## src/uist_pkg.sv

```systemverilog
package uist_pkg;
	// Register indices; byte address is four times the index
	localparam logic [5:0] IDX_TOP_SUMMARY = 6'h00;
	localparam logic [5:0] IDX_EP_SUMMARY = 6'h01;
	localparam logic [5:0] IDX_BUS_EVENT = 6'h02;
	localparam logic [5:0] IDX_TOP_ENABLE = 6'h03;
	localparam logic [5:0] IDX_BUS_ENABLE = 6'h04;
	localparam int ADDR_IDX_LSB = 2;

	// Top summary bit positions
	localparam int TOP_BUS_ENGINE = 7;
	localparam int TOP_GENERAL_EP = 6;
	localparam int TOP_HOST_SIDE = 5;
	localparam int TOP_BUFFER = 4;
	localparam int TOP_BULK = 3;
	localparam int TOP_DISK_PORT = 2;
	localparam int TOP_CONTROL_EP = 1;
	localparam int TOP_SETUP_RECEIVED = 0;

	// Bus engine event bit positions
	localparam int EVT_SUPPLY_SENSE_CHANGED = 7;
	localparam int EVT_NON_IDLE_LINE_SEEN = 6;
	localparam int EVT_POWER_TRANSITION_DONE = 5;
	localparam int EVT_BUS_RESET_SEEN = 4;
	localparam int EVT_BUS_SUSPEND_SEEN = 3;
	localparam int EVT_SPEED_HANDSHAKE_DONE = 2;
	localparam int EVT_RESUME_RESTORE_DONE = 1;
	localparam int EVT_AUTO_ADDRESS_DONE = 0;

	// Events frozen against clearing in the reduced clock state
	localparam logic [7:0] EVT_SYNC_MASK = 8'h1f;

	// General endpoint summary: three live bits
	localparam int EP_COUNT = 3;
	localparam logic [7:0] EP_SUMMARY_MASK = 8'h07;

	// Reset values
	localparam logic [7:0] RST_STATUS = 8'h00;
	localparam logic [7:0] RST_ENABLE = 8'h00;
	localparam logic [31:0] RST_RDATA = 32'h0000_0000;
endpackage : uist_pkg

```

## src/uist_top.sv

```systemverilog
// Decided for this implementation: the APB interface to the registers.
`timescale 1ns/10ps
module uist_top (
	// Clock, reset, clock enable
	input wire logic CLOCK_IN,
	input wire logic RESETN_IN,
	input wire logic CE_IN,
	// APB slave
	input wire logic PSEL_IN,
	input wire logic PENABLE_IN,
	input wire logic PWRITE_IN,
	input wire logic [7:0] PADDR_IN,
	input wire logic [31:0] PWDATA_IN,
	output logic [31:0] PRDATA_OUT,
	output logic PREADY_OUT,
	output logic PSLVERR_OUT,
	// Subordinate groups: enabled cause pending
	input wire logic HOST_SIDE_PENDING_IN,
	input wire logic BUFFER_PENDING_IN,
	input wire logic BULK_PENDING_IN,
	input wire logic DISK_PORT_PENDING_IN,
	input wire logic CONTROL_ENDPOINT_PENDING_IN,
	input wire logic [2:0] ENDPOINT_SUMMARY_IN,
	// Bus engine event pulses
	input wire logic [7:0] BUS_ENGINE_EVENT_IN,
	input wire logic REDUCED_CLOCK_ACTIVE_STATE_IN,
	// Setup stage completion
	input wire logic SETUP_DONE_IN,
	input wire logic SETUP_SET_ADDRESS_IN,
	// Control endpoint updates, bit 1 IN, bit 0 OUT
	output logic [1:0] FORCED_STALL_CLEAR_OUT,
	output logic [1:0] FORCED_NAK_SET_OUT,
	output logic [1:0] TOGGLE_STATE_SET_OUT,
	output logic CONTROL_ENDPOINT_LOCK_SET_OUT,
	// Interrupt to the CPU
	output logic IRQ_OUT
);
	logic [5:0] idx;
	logic mapped;
	logic wr_access;
	logic rd_setup;
	logic [7:0] top_enable_ff;
	logic [7:0] bus_enable_ff;
	logic [7:0] bus_event_status;
	logic [7:0] bus_event_clr;
	logic setup_received;
	logic setup_clr;
	logic setup_accept;
	logic [7:0] top_summary;
	logic [7:0] ep_summary;
	logic [31:0] rdata_ff;
	logic [31:0] nxt_rdata;
	logic irq_ff;
	logic [1:0] stall_clr_ff;
	logic [1:0] nak_set_ff;
	logic [1:0] toggle_set_ff;
	logic lock_set_ff;

	function automatic logic is_mapped(input logic [5:0] i);
		is_mapped = (i == uist_pkg::IDX_TOP_SUMMARY) ||
			(i == uist_pkg::IDX_EP_SUMMARY) ||
			(i == uist_pkg::IDX_BUS_EVENT) ||
			(i == uist_pkg::IDX_TOP_ENABLE) ||
			(i == uist_pkg::IDX_BUS_ENABLE);
	endfunction : is_mapped

	// Index from byte address; low address bits are ignored
	assign idx = PADDR_IN[7:uist_pkg::ADDR_IDX_LSB];
	assign mapped = is_mapped(idx);
	assign wr_access = PSEL_IN && PENABLE_IN && PWRITE_IN && CE_IN;
	assign rd_setup = PSEL_IN && !PENABLE_IN && !PWRITE_IN && CE_IN;

	// Zero wait states; frozen clock enable stalls the access
	assign PREADY_OUT = CE_IN;
	assign PSLVERR_OUT = PSEL_IN && PENABLE_IN && !mapped;

	assign setup_accept = SETUP_DONE_IN && !SETUP_SET_ADDRESS_IN;

	// Write one clears bit zero only
	assign setup_clr = wr_access && (idx == uist_pkg::IDX_TOP_SUMMARY) &&
		PWDATA_IN[uist_pkg::TOP_SETUP_RECEIVED];

	// Low events locked in reduced clock state
	always_comb begin
		bus_event_clr = '0;
		if (wr_access && (idx == uist_pkg::IDX_BUS_EVENT)) begin
			bus_event_clr = PWDATA_IN[7:0];
			if (REDUCED_CLOCK_ACTIVE_STATE_IN) begin
				bus_event_clr = PWDATA_IN[7:0] & ~uist_pkg::EVT_SYNC_MASK;
			end
		end
	end

	uist_w1c_bank #(
		.WIDTH(8)
	) u_bus_events (
		.clk_in(CLOCK_IN),
		.resetn_in(RESETN_IN),
		.ce_in(CE_IN),
		.set_in(BUS_ENGINE_EVENT_IN),
		.clr_in(bus_event_clr),
		.status_out(bus_event_status)
	);

	// Stored setup raises the direct cause
	uist_w1c_bank #(
		.WIDTH(1)
	) u_setup_received (
		.clk_in(CLOCK_IN),
		.resetn_in(RESETN_IN),
		.ce_in(CE_IN),
		.set_in(setup_accept),
		.clr_in(setup_clr),
		.status_out(setup_received)
	);

	assign ep_summary = {5'h00, ENDPOINT_SUMMARY_IN} &
		uist_pkg::EP_SUMMARY_MASK;

	// Source bits 1 to 6 are pure logic of the sources; bits 0 and 7 come from held status
	// Gate-only bus summary of held events; events pulsed while CE_IN is low are lost
	always_comb begin
		top_summary = '0;
		top_summary[uist_pkg::TOP_BUS_ENGINE] =
			|(bus_event_status & bus_enable_ff);
		top_summary[uist_pkg::TOP_GENERAL_EP] = |ep_summary;
		top_summary[uist_pkg::TOP_HOST_SIDE] = HOST_SIDE_PENDING_IN;
		top_summary[uist_pkg::TOP_BUFFER] = BUFFER_PENDING_IN;
		top_summary[uist_pkg::TOP_BULK] = BULK_PENDING_IN;
		top_summary[uist_pkg::TOP_DISK_PORT] = DISK_PORT_PENDING_IN;
		top_summary[uist_pkg::TOP_CONTROL_EP] = CONTROL_ENDPOINT_PENDING_IN;
		top_summary[uist_pkg::TOP_SETUP_RECEIVED] = setup_received;
	end

	always_ff @(posedge CLOCK_IN or negedge RESETN_IN) begin
		if (!RESETN_IN) begin
			top_enable_ff <= uist_pkg::RST_ENABLE;
		end else if (wr_access && (idx == uist_pkg::IDX_TOP_ENABLE)) begin
			top_enable_ff <= PWDATA_IN[7:0];
		end
	end

	always_ff @(posedge CLOCK_IN or negedge RESETN_IN) begin
		if (!RESETN_IN) begin
			bus_enable_ff <= uist_pkg::RST_ENABLE;
		end else if (wr_access && (idx == uist_pkg::IDX_BUS_ENABLE)) begin
			bus_enable_ff <= PWDATA_IN[7:0];
		end
	end

	// Read data caught in the setup cycle, stable through access
	always_comb begin
		nxt_rdata = uist_pkg::RST_RDATA;
		unique case (idx)
			uist_pkg::IDX_TOP_SUMMARY: nxt_rdata[7:0] = top_summary;
			uist_pkg::IDX_EP_SUMMARY: nxt_rdata[7:0] = ep_summary;
			uist_pkg::IDX_BUS_EVENT: nxt_rdata[7:0] = bus_event_status;
			uist_pkg::IDX_TOP_ENABLE: nxt_rdata[7:0] = top_enable_ff;
			uist_pkg::IDX_BUS_ENABLE: nxt_rdata[7:0] = bus_enable_ff;
			default: nxt_rdata = uist_pkg::RST_RDATA;
		endcase
	end

	always_ff @(posedge CLOCK_IN or negedge RESETN_IN) begin
		if (!RESETN_IN) begin
			rdata_ff <= uist_pkg::RST_RDATA;
		end else if (rd_setup) begin
			rdata_ff <= nxt_rdata;
		end
	end

	assign PRDATA_OUT = rdata_ff;

	// Assert on any enabled pending group
	// Negates once nothing enabled is pending
	always_ff @(posedge CLOCK_IN or negedge RESETN_IN) begin
		if (!RESETN_IN) begin
			irq_ff <= 1'b0;
		end else if (CE_IN) begin
			irq_ff <= |(top_summary & top_enable_ff);
		end
	end

	assign IRQ_OUT = irq_ff;

	// Control endpoint update with the setup event
	always_ff @(posedge CLOCK_IN or negedge RESETN_IN) begin
		if (!RESETN_IN) begin
			stall_clr_ff <= 2'h0;
			nak_set_ff <= 2'h0;
			toggle_set_ff <= 2'h0;
			lock_set_ff <= 1'b0;
		end else if (CE_IN) begin
			stall_clr_ff <= {2{setup_accept}};
			nak_set_ff <= {2{setup_accept}};
			toggle_set_ff <= {2{setup_accept}};
			lock_set_ff <= setup_accept;
		end
	end

	assign FORCED_STALL_CLEAR_OUT = stall_clr_ff;
	assign FORCED_NAK_SET_OUT = nak_set_ff;
	assign TOGGLE_STATE_SET_OUT = toggle_set_ff;
	assign CONTROL_ENDPOINT_LOCK_SET_OUT = lock_set_ff;

	chk_irq_raise: assert property (
		@(posedge CLOCK_IN) disable iff (!RESETN_IN)
		CE_IN && |(top_summary & top_enable_ff) |=> IRQ_OUT)
		else $error("irq not raised for enabled cause");

	chk_irq_drop: assert property (
		@(posedge CLOCK_IN) disable iff (!RESETN_IN)
		CE_IN && ((top_summary & top_enable_ff) == 8'h00) |=> !IRQ_OUT)
		else $error("irq stays high with nothing pending");

	chk_setup_sets: assert property (
		@(posedge CLOCK_IN) disable iff (!RESETN_IN)
		CE_IN && SETUP_DONE_IN && !SETUP_SET_ADDRESS_IN
		|=> top_summary[uist_pkg::TOP_SETUP_RECEIVED])
		else $error("setup received not set");

	chk_setaddr_quiet: assert property (
		@(posedge CLOCK_IN) disable iff (!RESETN_IN)
		CE_IN && SETUP_DONE_IN && SETUP_SET_ADDRESS_IN && !setup_received
		|=> !setup_received)
		else $error("set-address setup raised setup received");

	chk_ep0_update: assert property (
		@(posedge CLOCK_IN) disable iff (!RESETN_IN)
		CE_IN && setup_accept |=> (FORCED_NAK_SET_OUT == 2'h3) &&
		(FORCED_STALL_CLEAR_OUT == 2'h3) && (TOGGLE_STATE_SET_OUT == 2'h3) &&
		CONTROL_ENDPOINT_LOCK_SET_OUT)
		else $error("control endpoint not updated on setup");

	chk_setup_clear: assert property (
		@(posedge CLOCK_IN) disable iff (!RESETN_IN)
		setup_clr && !setup_accept |=> !setup_received)
		else $error("write one did not clear setup received");

	chk_zero_write: assert property (
		@(posedge CLOCK_IN) disable iff (!RESETN_IN)
		wr_access && (idx == uist_pkg::IDX_BUS_EVENT) &&
		(PWDATA_IN[7:0] == 8'h00) && (BUS_ENGINE_EVENT_IN == 8'h00)
		|=> $stable(bus_event_status))
		else $error("zero write changed bus events");

	chk_event_clear: assert property (
		@(posedge CLOCK_IN) disable iff (!RESETN_IN)
		wr_access && (idx == uist_pkg::IDX_BUS_EVENT) &&
		!REDUCED_CLOCK_ACTIVE_STATE_IN && (PWDATA_IN[7:0] == 8'hff) &&
		(BUS_ENGINE_EVENT_IN == 8'h00) |=> (bus_event_status == 8'h00))
		else $error("write ones did not clear bus events");

	chk_reduced_hold: assert property (
		@(posedge CLOCK_IN) disable iff (!RESETN_IN)
		wr_access && (idx == uist_pkg::IDX_BUS_EVENT) &&
		REDUCED_CLOCK_ACTIVE_STATE_IN
		|=> (bus_event_status[4:0] & $past(bus_event_status[4:0])) ==
		$past(bus_event_status[4:0]))
		else $error("low bus events cleared in reduced clock");

	chk_reserved_zero: assert property (
		@(posedge CLOCK_IN) disable iff (!RESETN_IN)
		rd_setup && (idx == uist_pkg::IDX_EP_SUMMARY)
		|=> (PRDATA_OUT[31:3] == 29'h0))
		else $error("reserved endpoint summary bits not zero");

	chk_bus_summary: assert property (
		@(posedge CLOCK_IN) disable iff (!RESETN_IN)
		CE_IN && BUS_ENGINE_EVENT_IN[uist_pkg::EVT_BUS_RESET_SEEN] &&
		bus_enable_ff[uist_pkg::EVT_BUS_RESET_SEEN] && top_enable_ff[7]
		|=> top_summary[uist_pkg::TOP_BUS_ENGINE] ##1 IRQ_OUT)
		else $error("bus engine event did not reach irq");
endmodule : uist_top

```

## src/uist_w1c_bank.sv

```systemverilog
`timescale 1ns/10ps
module uist_w1c_bank #(
	parameter int WIDTH = 8
) (
	// Clock and reset
	input wire logic clk_in,
	input wire logic resetn_in,
	input wire logic ce_in,
	// Hardware set pulses and software clear strobes
	input wire logic [WIDTH-1:0] set_in,
	input wire logic [WIDTH-1:0] clr_in,
	// Held status
	output logic [WIDTH-1:0] status_out
);
	logic [WIDTH-1:0] status_ff;
	logic [WIDTH-1:0] nxt_status;

	// Set wins over a clear in the same cycle
	always_comb begin
		nxt_status = (status_ff & ~clr_in) | set_in;
	end

	always_ff @(posedge clk_in or negedge resetn_in) begin
		if (!resetn_in) begin
			status_ff <= '0;
		end else if (ce_in) begin
			status_ff <= nxt_status;
		end
	end

	assign status_out = status_ff;
endmodule : uist_w1c_bank
```

## config.mk

```make
export PLATFORM = sky130hd
export DESIGN_NAME = uist_top
export DESIGN_NICKNAME = d
export VERILOG_FILES = /design/src/uist_pkg.sv /design/src/uist_top.sv /design/src/uist_w1c_bank.sv
export SDC_FILE = /design/constraint.sdc
export NUM_CORES = 1
export LEC_CHECK = 0
export ABC_AREA = 1
export BUFFER_PORTS_ARGS = -buffer_cell sky130_fd_sc_hd__clkbuf_2
export CAP_MARGIN = 25
export CORE_MARGIN = 2
export CORE_UTILIZATION = 42
export CTS_CLUSTER_SIZE = 28
export DETAILED_ROUTE_END_ITERATION = 16
export PLACE_DENSITY = 0.71
export SYNTH_ARGS = -nofsm -noshare
export SYNTH_HDL_FRONTEND = slang
export SYNTH_HIERARCHICAL = 1
export SYNTH_SLANG_ARGS = --single-unit
```

## constraint.sdc

```tcl
create_clock -name CLOCK_IN -period 1.8 [get_ports CLOCK_IN]
set_input_delay 0.09 -clock CLOCK_IN [delete_from_list [all_inputs] [get_ports CLOCK_IN]]
set_output_delay 0.09 -clock CLOCK_IN [all_outputs]
set_load 0.02 [all_outputs]
```

# ---- Word-level counts from Yosys, hierarchy flattened
# Cells that the tools add are included.
dict set report op_classes {
  mux 3
  n_reduce_logical 25
  bitwise 8
  eq_ne 4
}
# operator n
set ops {}
lappend ops {{8-bit one-hot mux with 5 select lines} 1}
lappend ops {{8-bit AND} 3}
lappend ops {{8-bit OR reduction} 2}
lappend ops {{1-bit logical AND} 13}
lappend ops {{6-bit by 2-bit == test with 1-bit output, second input constant} 2}
lappend ops {{8-bit 2-to-1 mux} 1}
lappend ops {{8-bit inverter} 1}
lappend ops {{8-bit OR} 1}
lappend ops {{6-bit by 1-bit == test with 1-bit output, second input constant} 1}
lappend ops {{6-bit by 3-bit == test with 1-bit output, second input constant} 1}
lappend ops {{6-bit zero test} 1}
lappend ops {{5-bit 2-to-1 mux} 1}
lappend ops {{1-bit zero test} 4}
lappend ops {{1-bit logical OR} 4}
lappend ops {{3-bit OR reduction} 1}
lappend ops {{1-bit AND} 1}
lappend ops {{1-bit inverter} 1}
lappend ops {{1-bit OR} 1}
dict set report totals {
  output_inout_bits 42
  reg_bits 36
  word_cells 48
}

# ---- Logic depth before layout (Yosys ltp)
# Gate-level depths: netlist of run 1.
dict set report depth {
  depth_word 8
  mapped_depth 9
  mapped_depth_nobuf 9
}

# ---- By module
# The synthesis of run 1 kept the hierarchy.
# mod n_inst seq_area_each_um2 area_each_um2 cells_each
set modules_own_cells {}
lappend modules_own_cells {uist_top 1 650.6 1913.1 263}
lappend modules_own_cells {{uist_w1c_bank at u_bus_events} 1 200.2 351.6 42}
lappend modules_own_cells {{uist_w1c_bank at u_setup_received} 1 25.0 40.0 5}

# ---- Worst setup path after synthesis of run 1
# OpenSTA, ideal clock, no wires.
dict set report synth_timing {
  kind {input -> register}
  startpoint {in PADDR_IN[7]}
  endpoint {reg u_bus_events.status_ff[3], in the netlist u_bus_events/status_out[3]}
  path_slack_ns 0.814
  setup_time_ns 0.116
  t_required_ns 1.684
  stages 7
  t_arrival_ns 0.870
  cell_sequence {nor2_8 -> nand3_2 -> or2_4 -> nor3_2 -> nand2_2 -> nand2_1 -> nand2_1}
}
dict set report synth_between {
  elab_chain_cells 6
}
# element line
set synth_rtl {}
lappend synth_rtl {{from (decl)} uist_top.sv:12} ;# input wire logic [7:0] PADDR_IN,
lappend synth_rtl {{6-bit by 2-bit == test with 1-bit output} uist_top.sv:86} ;# if (wr_access && (idx == uist_pkg::IDX_BUS_EVENT)) begin
lappend synth_rtl {{1-bit logical AND} uist_top.sv:86}
lappend synth_rtl {{8-bit 2-to-1 mux} uist_top.sv:86}
lappend synth_rtl {{via bus_event_clr[3]} uist_top.sv:45} ;# logic [7:0] bus_event_clr;
lappend synth_rtl {{8-bit inverter} uist_w1c_bank.sv:20} ;# nxt_status = (status_ff & ~clr_in) | set_in;
lappend synth_rtl {{8-bit AND} uist_w1c_bank.sv:20}
lappend synth_rtl {{8-bit OR} uist_w1c_bank.sv:20}
lappend synth_rtl {{to (signal assigned)} uist_w1c_bank.sv:27} ;# status_ff <= nxt_status;
lappend synth_rtl {{to (decl)} uist_w1c_bank.sv:15} ;# logic [WIDTH-1:0] status_ff;
# The timed path passes the listed nets, and every way through them passes these cells.
# A chain may end at the register's enable or synchronous reset.

# ---- Worst setup path in the final report of run 1
dict set report layout_timing {
  startpoint {reg u_bus_events.status_ff[7], in the netlist u_bus_events/status_out[7]}
  endpoint {reg rdata_ff[7], in the netlist PRDATA_OUT[7]}
}
dict set report layout_between {
  elab_chain_cells 3
}
# element line
set layout_rtl {}
lappend layout_rtl {{8-bit AND} uist_top.sv:125} ;# |(bus_event_status & bus_enable_ff);
lappend layout_rtl {{8-bit OR reduction} uist_top.sv:125}
lappend layout_rtl {{8-bit one-hot mux with 5 select lines (*)} uist_top.sv:154} ;# unique case (idx)
lappend layout_rtl {{to (signal assigned)} uist_top.sv:166} ;# rdata_ff <= uist_pkg::RST_RDATA;
lappend layout_rtl {{to (signal assigned)} uist_top.sv:168} ;# rdata_ff <= nxt_rdata;
lappend layout_rtl {{to (decl)} uist_top.sv:51} ;# logic [31:0] rdata_ff;
# Mark *: on every way between the ends. The rest lies on a longest branch, timed or not.

==> flow_metrics.tcl, run 1 <==
set metrics [dict create \
    grt_max_degree 36 \
    grt_overflow 0 \
    grt_pass1_vias 1762 \
    leakagePower_uw 0.00148 \
    outcome "completed" \
    grt_use_total 0.171 \
    synth.largest_area_cell "dfrtp_1" \
    synth-simple-area-share 0.385 \
    grt_pass1_wl_um 8200 \
    setup_tns_ns 0 \
    maxSlewViolCount 0 \
    cp-start-kind "flop" \
    cts_tree "yes" \
    area_growth_pct 15.9 \
    yosys.area_share.adder 0 \
    peakVddDrop_mv 0.545 \
    synthTopCellsByArea "dfrtp_1 (38%), nand2_1 (17%), buf_4 (10%)" \
    post_drt_wl_per_cell_um 11.2 \
    regArea_um2 876 \
    holdCritStartpoint "PWDATA_IN[5]" \
    cp-end-kind "flop" \
    postRouteAntennaNets 0 \
    drv_cap 0 \
    cts_setup_buffers 0 \
    numCtsBuffers 5 \
    fin_cells 443 \
    place_inst 426 \
    synth_top_area_share 0.380 \
    rsz0062_at_grt "no" \
    finalHoldViolations 0 \
    netlist_top_cells_count "nand2_1 (107), nor2_1 (41), dfrtp_1 (35), buf_4 (31), inv_1 (25)" \
    synth.area.mux_share 0.00489 \
    drc 0 \
    htreeDepth 2 \
    drive_above_1_share 0.268 \
    synth_edf_count 0 \
    r2r_start "u_bus_events/status_out[7]" \
    place_ws_ns 0.568 \
    rows 26 \
    antenna_found_initial 0 \
    cts_buffer_depth 2 \
    avgSynthCellArea_um2 7.43 \
    post-route-min-period_ns 1.08 \
    dp_hpwl_um 3900 \
    synth_compound_area_frac 0.0581 \
    finalCritPeriodShare 0.602 \
    multi_input_area_um2 1120 \
    synth_flop_cell "dfrtp_1" \
    setup_ws_ns 0.716 \
    required_ns 1.99 \
    nets 437 \
    setup_viol 0 \
    root_buffer "clkbuf_8" \
    clock_latency_ns 0.29 \
    fmax_ghz 0.923 \
    drt-pass1-iter-count 4 \
    diodes 0 \
    cts.sinks 35 \
    top_level_ports 107 \
    port-buffer-count 56 \
    fillers 531 \
    core_um2 5200 \
    die-area_um2 6100 \
    start_util 0.443 \
    via_per_inst 4.44 \
    clk_pin_slew_worst_paths_ns 0.08 \
    syn_area_um2 2300 \
    critical_path_class "flop to flop" \
    drt_iter0_drc 104 \
    synthCells 310 \
    whs_ns 0.0171 \
    via_count 1968 \
    finalWeightedCongestion 0.911 \
    synth_most_common_cell "nand2_1" \
    synth-seq-cells 35 \
    yosys_warnings 6 \
    p_per_area_nw_per_um2 661 \
    async_flop_share 1.00 \
    min_path_type "input port to flop" \
    crit_path_start "u_bus_events/status_out[7]" \
    synth_xor_xnor_area_share 0 \
    synth_top_family_by_area "simple AND/OR/NAND/NOR gates" \
    die_y_um 78.1 \
    fin_skew_ns 0.00626 \
    die_w_um 78.1 \
    design_area_um2 2670 \
    cts-resized-gates 0 \
    placed_area_um2 2490 \
    seq_area_frac_synth 0.380 \
    arrival_ns 1.28 \
    path_max_fanout 3 \
    wirelength_um 4970 \
    synth_cell_types 27 \
]
==> cell families after synthesis <==
group,count (synthesis)
compound gates,20
buf+inv,64
flops,35
mux,1
other cells,1
simple gates,189
==> state kept, by name (all words and copies together), names as in the netlist <==
| register | count |
|---|---|
| bus_enable_ff | 8 |
| CONTROL_ENDPOINT_LOCK_SET_OUT | 1 |
| u_setup_received/status_out | 1 |
| u_bus_events/status_out | 8 |
| PRDATA_OUT | 8 |
| top_enable_ff | 8 |
| IRQ_OUT | 1 |
==> worst paths after layout <==
kind	endpoint	slack (ns)	cells after the start
min in group asynchronous	u_bus_events/status_out[3]	0.37	3
worst min-delay path	bus_enable_ff[5]	0.02	3
max in group asynchronous	PRDATA_OUT[4]	1.11	3
worst max-delay path	PRDATA_OUT[7]	0.72	8
worst min register to register	PRDATA_OUT[4]	0.48	2
worst max register to register	PRDATA_OUT[7]	0.72	8
==> power breakdown <==
part / leakage, uW / switching, uW / total, uW / internal (uW)
logic: 0.00103 / 226 / 335 / 110
registers: 0.000407 / 23.9 / 845 / 821
clock network: 0.0000402 / 315 / 585 / 269
==> critical path, stage by stage, from the launching register on <==
cell	delay (ns)
dfrtp_1	0.41
nand2_1	0.08
nand2_1	0.05
nor2_1	0.10
nand2_1	0.08
nand2_1	0.06
nand3_1	0.08
nand2_1	0.06
nand2_1	0.04
==> cells in the final DEF (no fill, tap or decap), types with 3 or more instances in the layout <==
cell type / count
conb_1: 24
nor3_2: 4
nand2_1: 107
o21ai_0: 3
a21oi_1: 8
nand3_1: 13
clkbuf_2: 56
nor2_4: 4
inv_1: 25
nor2_1: 41
clkbuf_8: 5
o21ai_2: 9
clkinv_2: 3
nand3_2: 3
dfrtp_1: 35
nand4_1: 6
dlygate4sd3_1: 9
==> final cells by class <==
type | instances | share of cell area
well taps | 70 | 0.0328
multi-input cells | 234 | 0.420
clock inverters | 3 | 0.00749
clock buffers | 5 | 0.0258
inverters | 29 | 0.0417
flip-flops and latches | 35 | 0.328
repair buffers | 67 | 0.144
==> stage by stage <==
stage | util | power [uW]
2_1_floorplan | - | 1110
3_3_place_gp | 0.479 | 1180
3_5_place_dp | 0.479 | 1180
4_1_cts | 0.513 | 1770
5_1_grt | 0.513 | 1850
6_report | 0.513 | 1760
==> routing by layer <==
metal  global-route usage  share of wire
met5                    0              0
met4               0.0456          0.014
met3               0.0402          0.053
met2                0.268           0.46
met1                0.237           0.47
==> what timing repair did <==
item	CTS	global route
hold endpoints to repair	43	0
endpoints found under the setup margin	0	0
hold buffers	9	0
Power figures use the tool's default switching activity.
==> run 2, diff against run 1 <==
==> constraint.sdc (replaced) <==
create_clock -name CLOCK_IN -period 1 [get_ports CLOCK_IN]
set_input_delay 0.05 -clock CLOCK_IN [delete_from_list [all_inputs] [get_ports CLOCK_IN]]
set_output_delay 0.05 -clock CLOCK_IN [all_outputs]
set_load 0.02 [all_outputs]
==> flow_metrics.tcl, run 2 (synthesis results as in run 1) <==
set metrics [dict create \
    p_per_area_nw_per_um2 1060 \
    placed_area_um2 2760 \
    peakVddDrop_mv 0.748 \
    drt_iter0_drc 105 \
    cp-end-kind "flop" \
    hold-path-endpoint "bus_enable_ff[3]" \
    postRouteAntennaNets 0 \
    rows 26 \
    core_um2 5200 \
    fin_cells 482 \
    die_y_um 78.1 \
    arrival_ns 1.27 \
    rsz0062_at_grt "yes" \
    wirelength_um 5780 \
    die-area_um2 6100 \
    final_common_cell "nand2_1" \
    post-route-min-period_ns 1.08 \
    htreeDepth 2 \
    design_area_um2 3070 \
    setup_ws_ns -0.0781 \
    clock_latency_ns 0.30 \
    finalWeightedCongestion 0.887 \
    reg2reg_to "PRDATA_OUT[7]" \
    grt_pass1_wl_um 9300 \
    root_buffer "clkbuf_8" \
    antenna_found_initial 0 \
    regToRegSetupSlack_ns -0.08 \
    critPathMostFrequentCell "nand2_1" \
    finalCritPeriodShare 1.08 \
    path_max_fanout 2 \
    required_ns 1.19 \
    top_level_ports 107 \
    via_count 2132 \
    diodes 0 \
    port-buffer-count 56 \
    cts_tree "yes" \
    most-common-layout-cells "nand2_1 (106), clkbuf_2 (53), nor2_1 (41), dfrtp_1 (34), buf_4 (31)" \
    die_w_um 78.1 \
    cp_slowest_cell "dfrtp_1" \
    cts_buffer_depth 2 \
    post_drt_wl_per_cell_um 12.0 \
    outcome "complete, but fails checks" \
    cp_top_family "simple AND/OR/NAND/NOR gates" \
    via_per_inst 4.42 \
    clk_pin_slew_worst_paths_ns 0.08 \
    finalHoldViolations 0 \
    fillers 494 \
    whs_ns 0.00658 \
    drt-pass1-iter-count 4 \
    grt_max_degree 36 \
    fin_skew_ns 0.00879 \
    holdCritStartpoint "PWDATA_IN[3]" \
    place_inst 458 \
    grt_overflow 0 \
    max_stage_delay_ns 0.40 \
    nets 476 \
    cts.sinks 35 \
    maxSlewViolCount 0 \
    violations "setup timing" \
    drv_cap 0 \
    fmax_ghz 0.928 \
    final_core_util 0.589 \
    setup_viol 1 \
    critical_path_class "flop to flop" \
    grt_use_total 0.195 \
    cp_cell_sequence "nand2_1 > nand2_1 > nor2_1 > nand2_1 > nand2_1 > nand3_1 > nand2_1 > nand2_1" \
    leakagePower_uw 0.00169 \
    power.total_uw 3260 \
    drive_above_1_share 0.340 \
    critPathBufInv 0 \
    area_growth_pct 33.1 \
    hold_depth 3 \
    start_util 0.443 \
    r2r_start "u_bus_events/status_out[0]" \
    drc 0 \
    numCtsBuffers 5 \
    rr_worst_depth 8 \
    dp_hpwl_um 4470 \
    grt_pass1_vias 1983 \
    min_path_type "input port to flop" \
    cp-start-kind "flop" \
]
## run 2: cell count changes in the layout (fill, tap and decap cells not counted), sizes merged
cell / previous run / this run
dlygate4sd3: 9 / 11
clkbuf: 61 / 60
clkinvlp: 2 / 0
buf: 2 / 42
## run 2: per-stage QoR
stage | setup slack, ns | TNS (ns)
floorplan | 0.0539 | 0
global placement | -0.0986 | -2.01
detailed placement | -0.139 | -2.92
CTS | -0.0478 | -0.0478
global route | -0.125 | -0.159
finish | -0.0781 | -0.0781
## run 2: timing repair
item	CTS	global route
resized for setup	3	21
setup endpoints to repair	9	10
hold buffers	11	0
cloned	0	0
setup buffers	4	1
pin swaps	10	15
endpoints found under the hold margin	45	0
## run 2: worst register-to-register path: cells and delay by family, from the launching register on
family	cells	cell delay (ns)
AND/OR/NAND/NOR	8	0.57
flip-flops	1	0.40
## run 2: how the worst max path moves through the flow
stage	startpoint	end	slack, ns	depth (start not counted)
finish	u_bus_events/status_out[0]	PRDATA_OUT[7]	-0.08	8
global route	u_bus_events/status_out[0]	PRDATA_OUT[7]	-0.13	8
CTS	u_bus_events/status_out[7]	PRDATA_OUT[7]	-0.05	8
detailed placement	PADDR_IN[3]	u_bus_events/status_out[3]	-0.14	9
global placement	PADDR_IN[3]	u_bus_events/status_out[3]	-0.1	9
floorplan	PADDR_IN[7]	u_bus_events/status_out[3]	0.05	7
## run 2: layout make-up
cell class                 count  area [um^2]  area share
inverter                      29          111      0.0363
clock inverter                 1         5.00     0.00163
clock buffer                   7         76.3      0.0249
tap                           70         87.6      0.0285
multi-input combinational    234         1160       0.377
timing repair buffer         106          753       0.246
sequential                    35          877       0.286
## run 2: per-layer routing
layer  vias up  track usage  routed length [um]
met5         -            0                   0
met2        74        0.310                2750
met4         0       0.0737                 105
met1       935        0.261                2570
met3        13       0.0437                 355
li1       1110            -                   -
## run 2: power breakdown
part	switching, uW	leakage, uW	internal, uW
registers	42.7	0.000405	1480
clock network	528	0.0000422	489
logic	447	0.00125	278
total	1020	0.00169	2250
==> run 3, diff against run 2 <==
--- a/config.mk
+++ b/config.mk
@@ -12,6 +12,7 @@
 export CORE_UTILIZATION = 42
 export CTS_CLUSTER_SIZE = 28
 export DETAILED_ROUTE_END_ITERATION = 16
+export HOLD_SLACK_MARGIN = 0.06
 export PLACE_DENSITY = 0.71
 export SYNTH_ARGS = -nofsm -noshare
 export SYNTH_HDL_FRONTEND = slang
==> flow_metrics.tcl, run 3 (synthesis results as in run 1) <==
set metrics [dict create \
    post_drt_wl_per_cell_um 11.9 \
    cts_buffer_depth 2 \
    grt_pass1_vias 2028 \
    drc 0 \
    multi_input_area_um2 1160 \
    path_max_fanout 2 \
    drt-pass1-iter-count 4 \
    die_w_um 78.1 \
    setup_viol 1 \
    maxSlewViolCount 0 \
    reg2reg_to "PRDATA_OUT[7]" \
    cts_tree "yes" \
    grt_use_met3 0.0437 \
    cp-start-kind "flop" \
    grt_overflow 0 \
    p_per_area_nw_per_um2 1040 \
    setup_ws_ns -0.0836 \
    grt_pass1_wl_um 9430 \
    regArea_um2 877 \
    via_per_inst 4.48 \
    fmax_ghz 0.923 \
    fin_skew_ns 0.00532 \
    drive_above_1_share 0.337 \
    internal-power_uw 2260 \
    grt_use_met1 0.260 \
    numCtsBuffers 5 \
    via_count 2191 \
    rows 26 \
    top_level_ports 107 \
    cts.sinks 35 \
    antenna_found_initial 0 \
    power_frac_clock 0.308 \
    switching_share 0.310 \
    most-common-layout-cells "nand2_1 (105), clkbuf_2 (53), nor2_1 (41), dfrtp_1 (34), buf_4 (31)" \
    root_buffer "clkbuf_8" \
    rsz0062_at_grt "yes" \
    placed_area_um2 2760 \
    postRouteAntennaNets 0 \
    critical_path_class "flop to flop" \
    whs_ns 0.0824 \
    grt_max_degree 36 \
    violations "setup timing" \
    p_switching_uw 1010 \
    peakVddDrop_mv 0.771 \
    wirelength_um 5840 \
    fillers 478 \
    area_growth_pct 36.3 \
    die_y_um 78.1 \
    holdCritStartpoint "PWDATA_IN[1]" \
    grt-busiest-layer "met2" \
    final_common_cell "nand2_1" \
    grt_use_total 0.198 \
    required_ns 1.19 \
    clock_latency_ns 0.29 \
    finalCritPeriodShare 1.08 \
    start_util 0.443 \
    finalHoldViolations 0 \
    htreeDepth 2 \
    p_comb_frac 0.228 \
    nets 483 \
    outcome "complete, but fails checks" \
    rr_worst_depth 8 \
    drt_iter0_drc 127 \
    hold-path-endpoint "top_enable_ff[1]" \
    cp-end-kind "flop" \
    core_um2 5200 \
    design_area_um2 3140 \
    r2r_start "u_bus_events/status_out[0]" \
    dp_hpwl_um 4470 \
    post-route-min-period_ns 1.08 \
    leakagePower_uw 0.00172 \
    die-area_um2 6100 \
    use_met2 0.321 \
    arrival_ns 1.28 \
    clk_pin_slew_worst_paths_ns 0.07 \
    min_path_type "input port to flop" \
    regToRegSetupSlack_ns -0.08 \
    finalWeightedCongestion 0.887 \
    p_seq_frac 0.464 \
    power.total_uw 3280 \
    place_ws_ns -0.139 \
    hold_depth 3 \
    diodes 0 \
    port-buffer-count 56 \
    drv_cap 0 \
]
==> run 3: changes by cell type in the layout (fill, tap and decap cells not counted) <==
cell           delta
nand2_2           +1
nand2_1           -1
dlygate4sd3_1     +7
==> run 3: critical path, cell delays in order, from the launching register on <==
cell and delay (ns):
dfrtp_1 0.40, nand2_1 0.08, nand2_1 0.06, nor2_1 0.08, nand2_1 0.10, nand2_1 0.08
nand3_1 0.07, nand2_1 0.06, nand2_1 0.05
==> run 3: cell type report <==
cell class,instances,area share
Clock inverter,1,0.00159
Multi-Input combinational cell,234,0.369
Inverter,29,0.0355
Timing Repair Buffer,113,0.262
Sequential cell,35,0.279
Tap cell,70,0.0279
Clock buffer,7,0.0243
==> run 3: through the flow <==
step | cells | util | setup TNS (ns)
2_1_floorplan | 333 | - | 0
3_3_place_gp | 458 | 0.530 | -2.01
3_5_place_dp | 458 | 0.530 | -2.92
4_1_cts | 488 | 0.587 | -0.0478
5_1_grt | 489 | 0.603 | -0.161
6_report | 489 | 0.603 | -0.0836
==> run 3: power groups by stage <==
stage               logic (uW)  registers (uW)  clock network, uW
floorplan                  407            1590                  0
global placement           642            1540                  0
detailed placement         652            1550                  0
CTS                        719            1520               1030
global route               812            1530               1100
finish                     747            1520               1010
==> run 3: worst max-delay path by stage <==
| stage | from | endpoint | slack [ns] |
|---|---|---|---|
| floorplan | PADDR_IN[7] | u_bus_events/status_out[3] | 0.05 |
| global placement | PADDR_IN[3] | u_bus_events/status_out[3] | -0.1 |
| detailed placement | PADDR_IN[3] | u_bus_events/status_out[3] | -0.14 |
| CTS | u_bus_events/status_out[7] | PRDATA_OUT[7] | -0.05 |
| global route | u_bus_events/status_out[0] | PRDATA_OUT[7] | -0.12 |
| finish | u_bus_events/status_out[0] | PRDATA_OUT[7] | -0.08 |
==> run 3: layer usage <==
metal / share of wire / vias up
li1: - / 1125
met1: 0.44 / 970
met2: 0.47 / 80
met3: 0.061 / 16
met4: 0.024 / 0
met5: 0 / -
==> run 3: what timing repair did <==
| action | CTS | global route |
|---|---|---|
| hold buffers | 18 | 0 |
| endpoints found under the setup margin | 9 | 10 |
| buffers inserted | 4 | 1 |
| hold endpoints to repair | 56 | 0 |
| gates resized for setup | 3 | 22 |
| pin swaps | 10 | 18 |
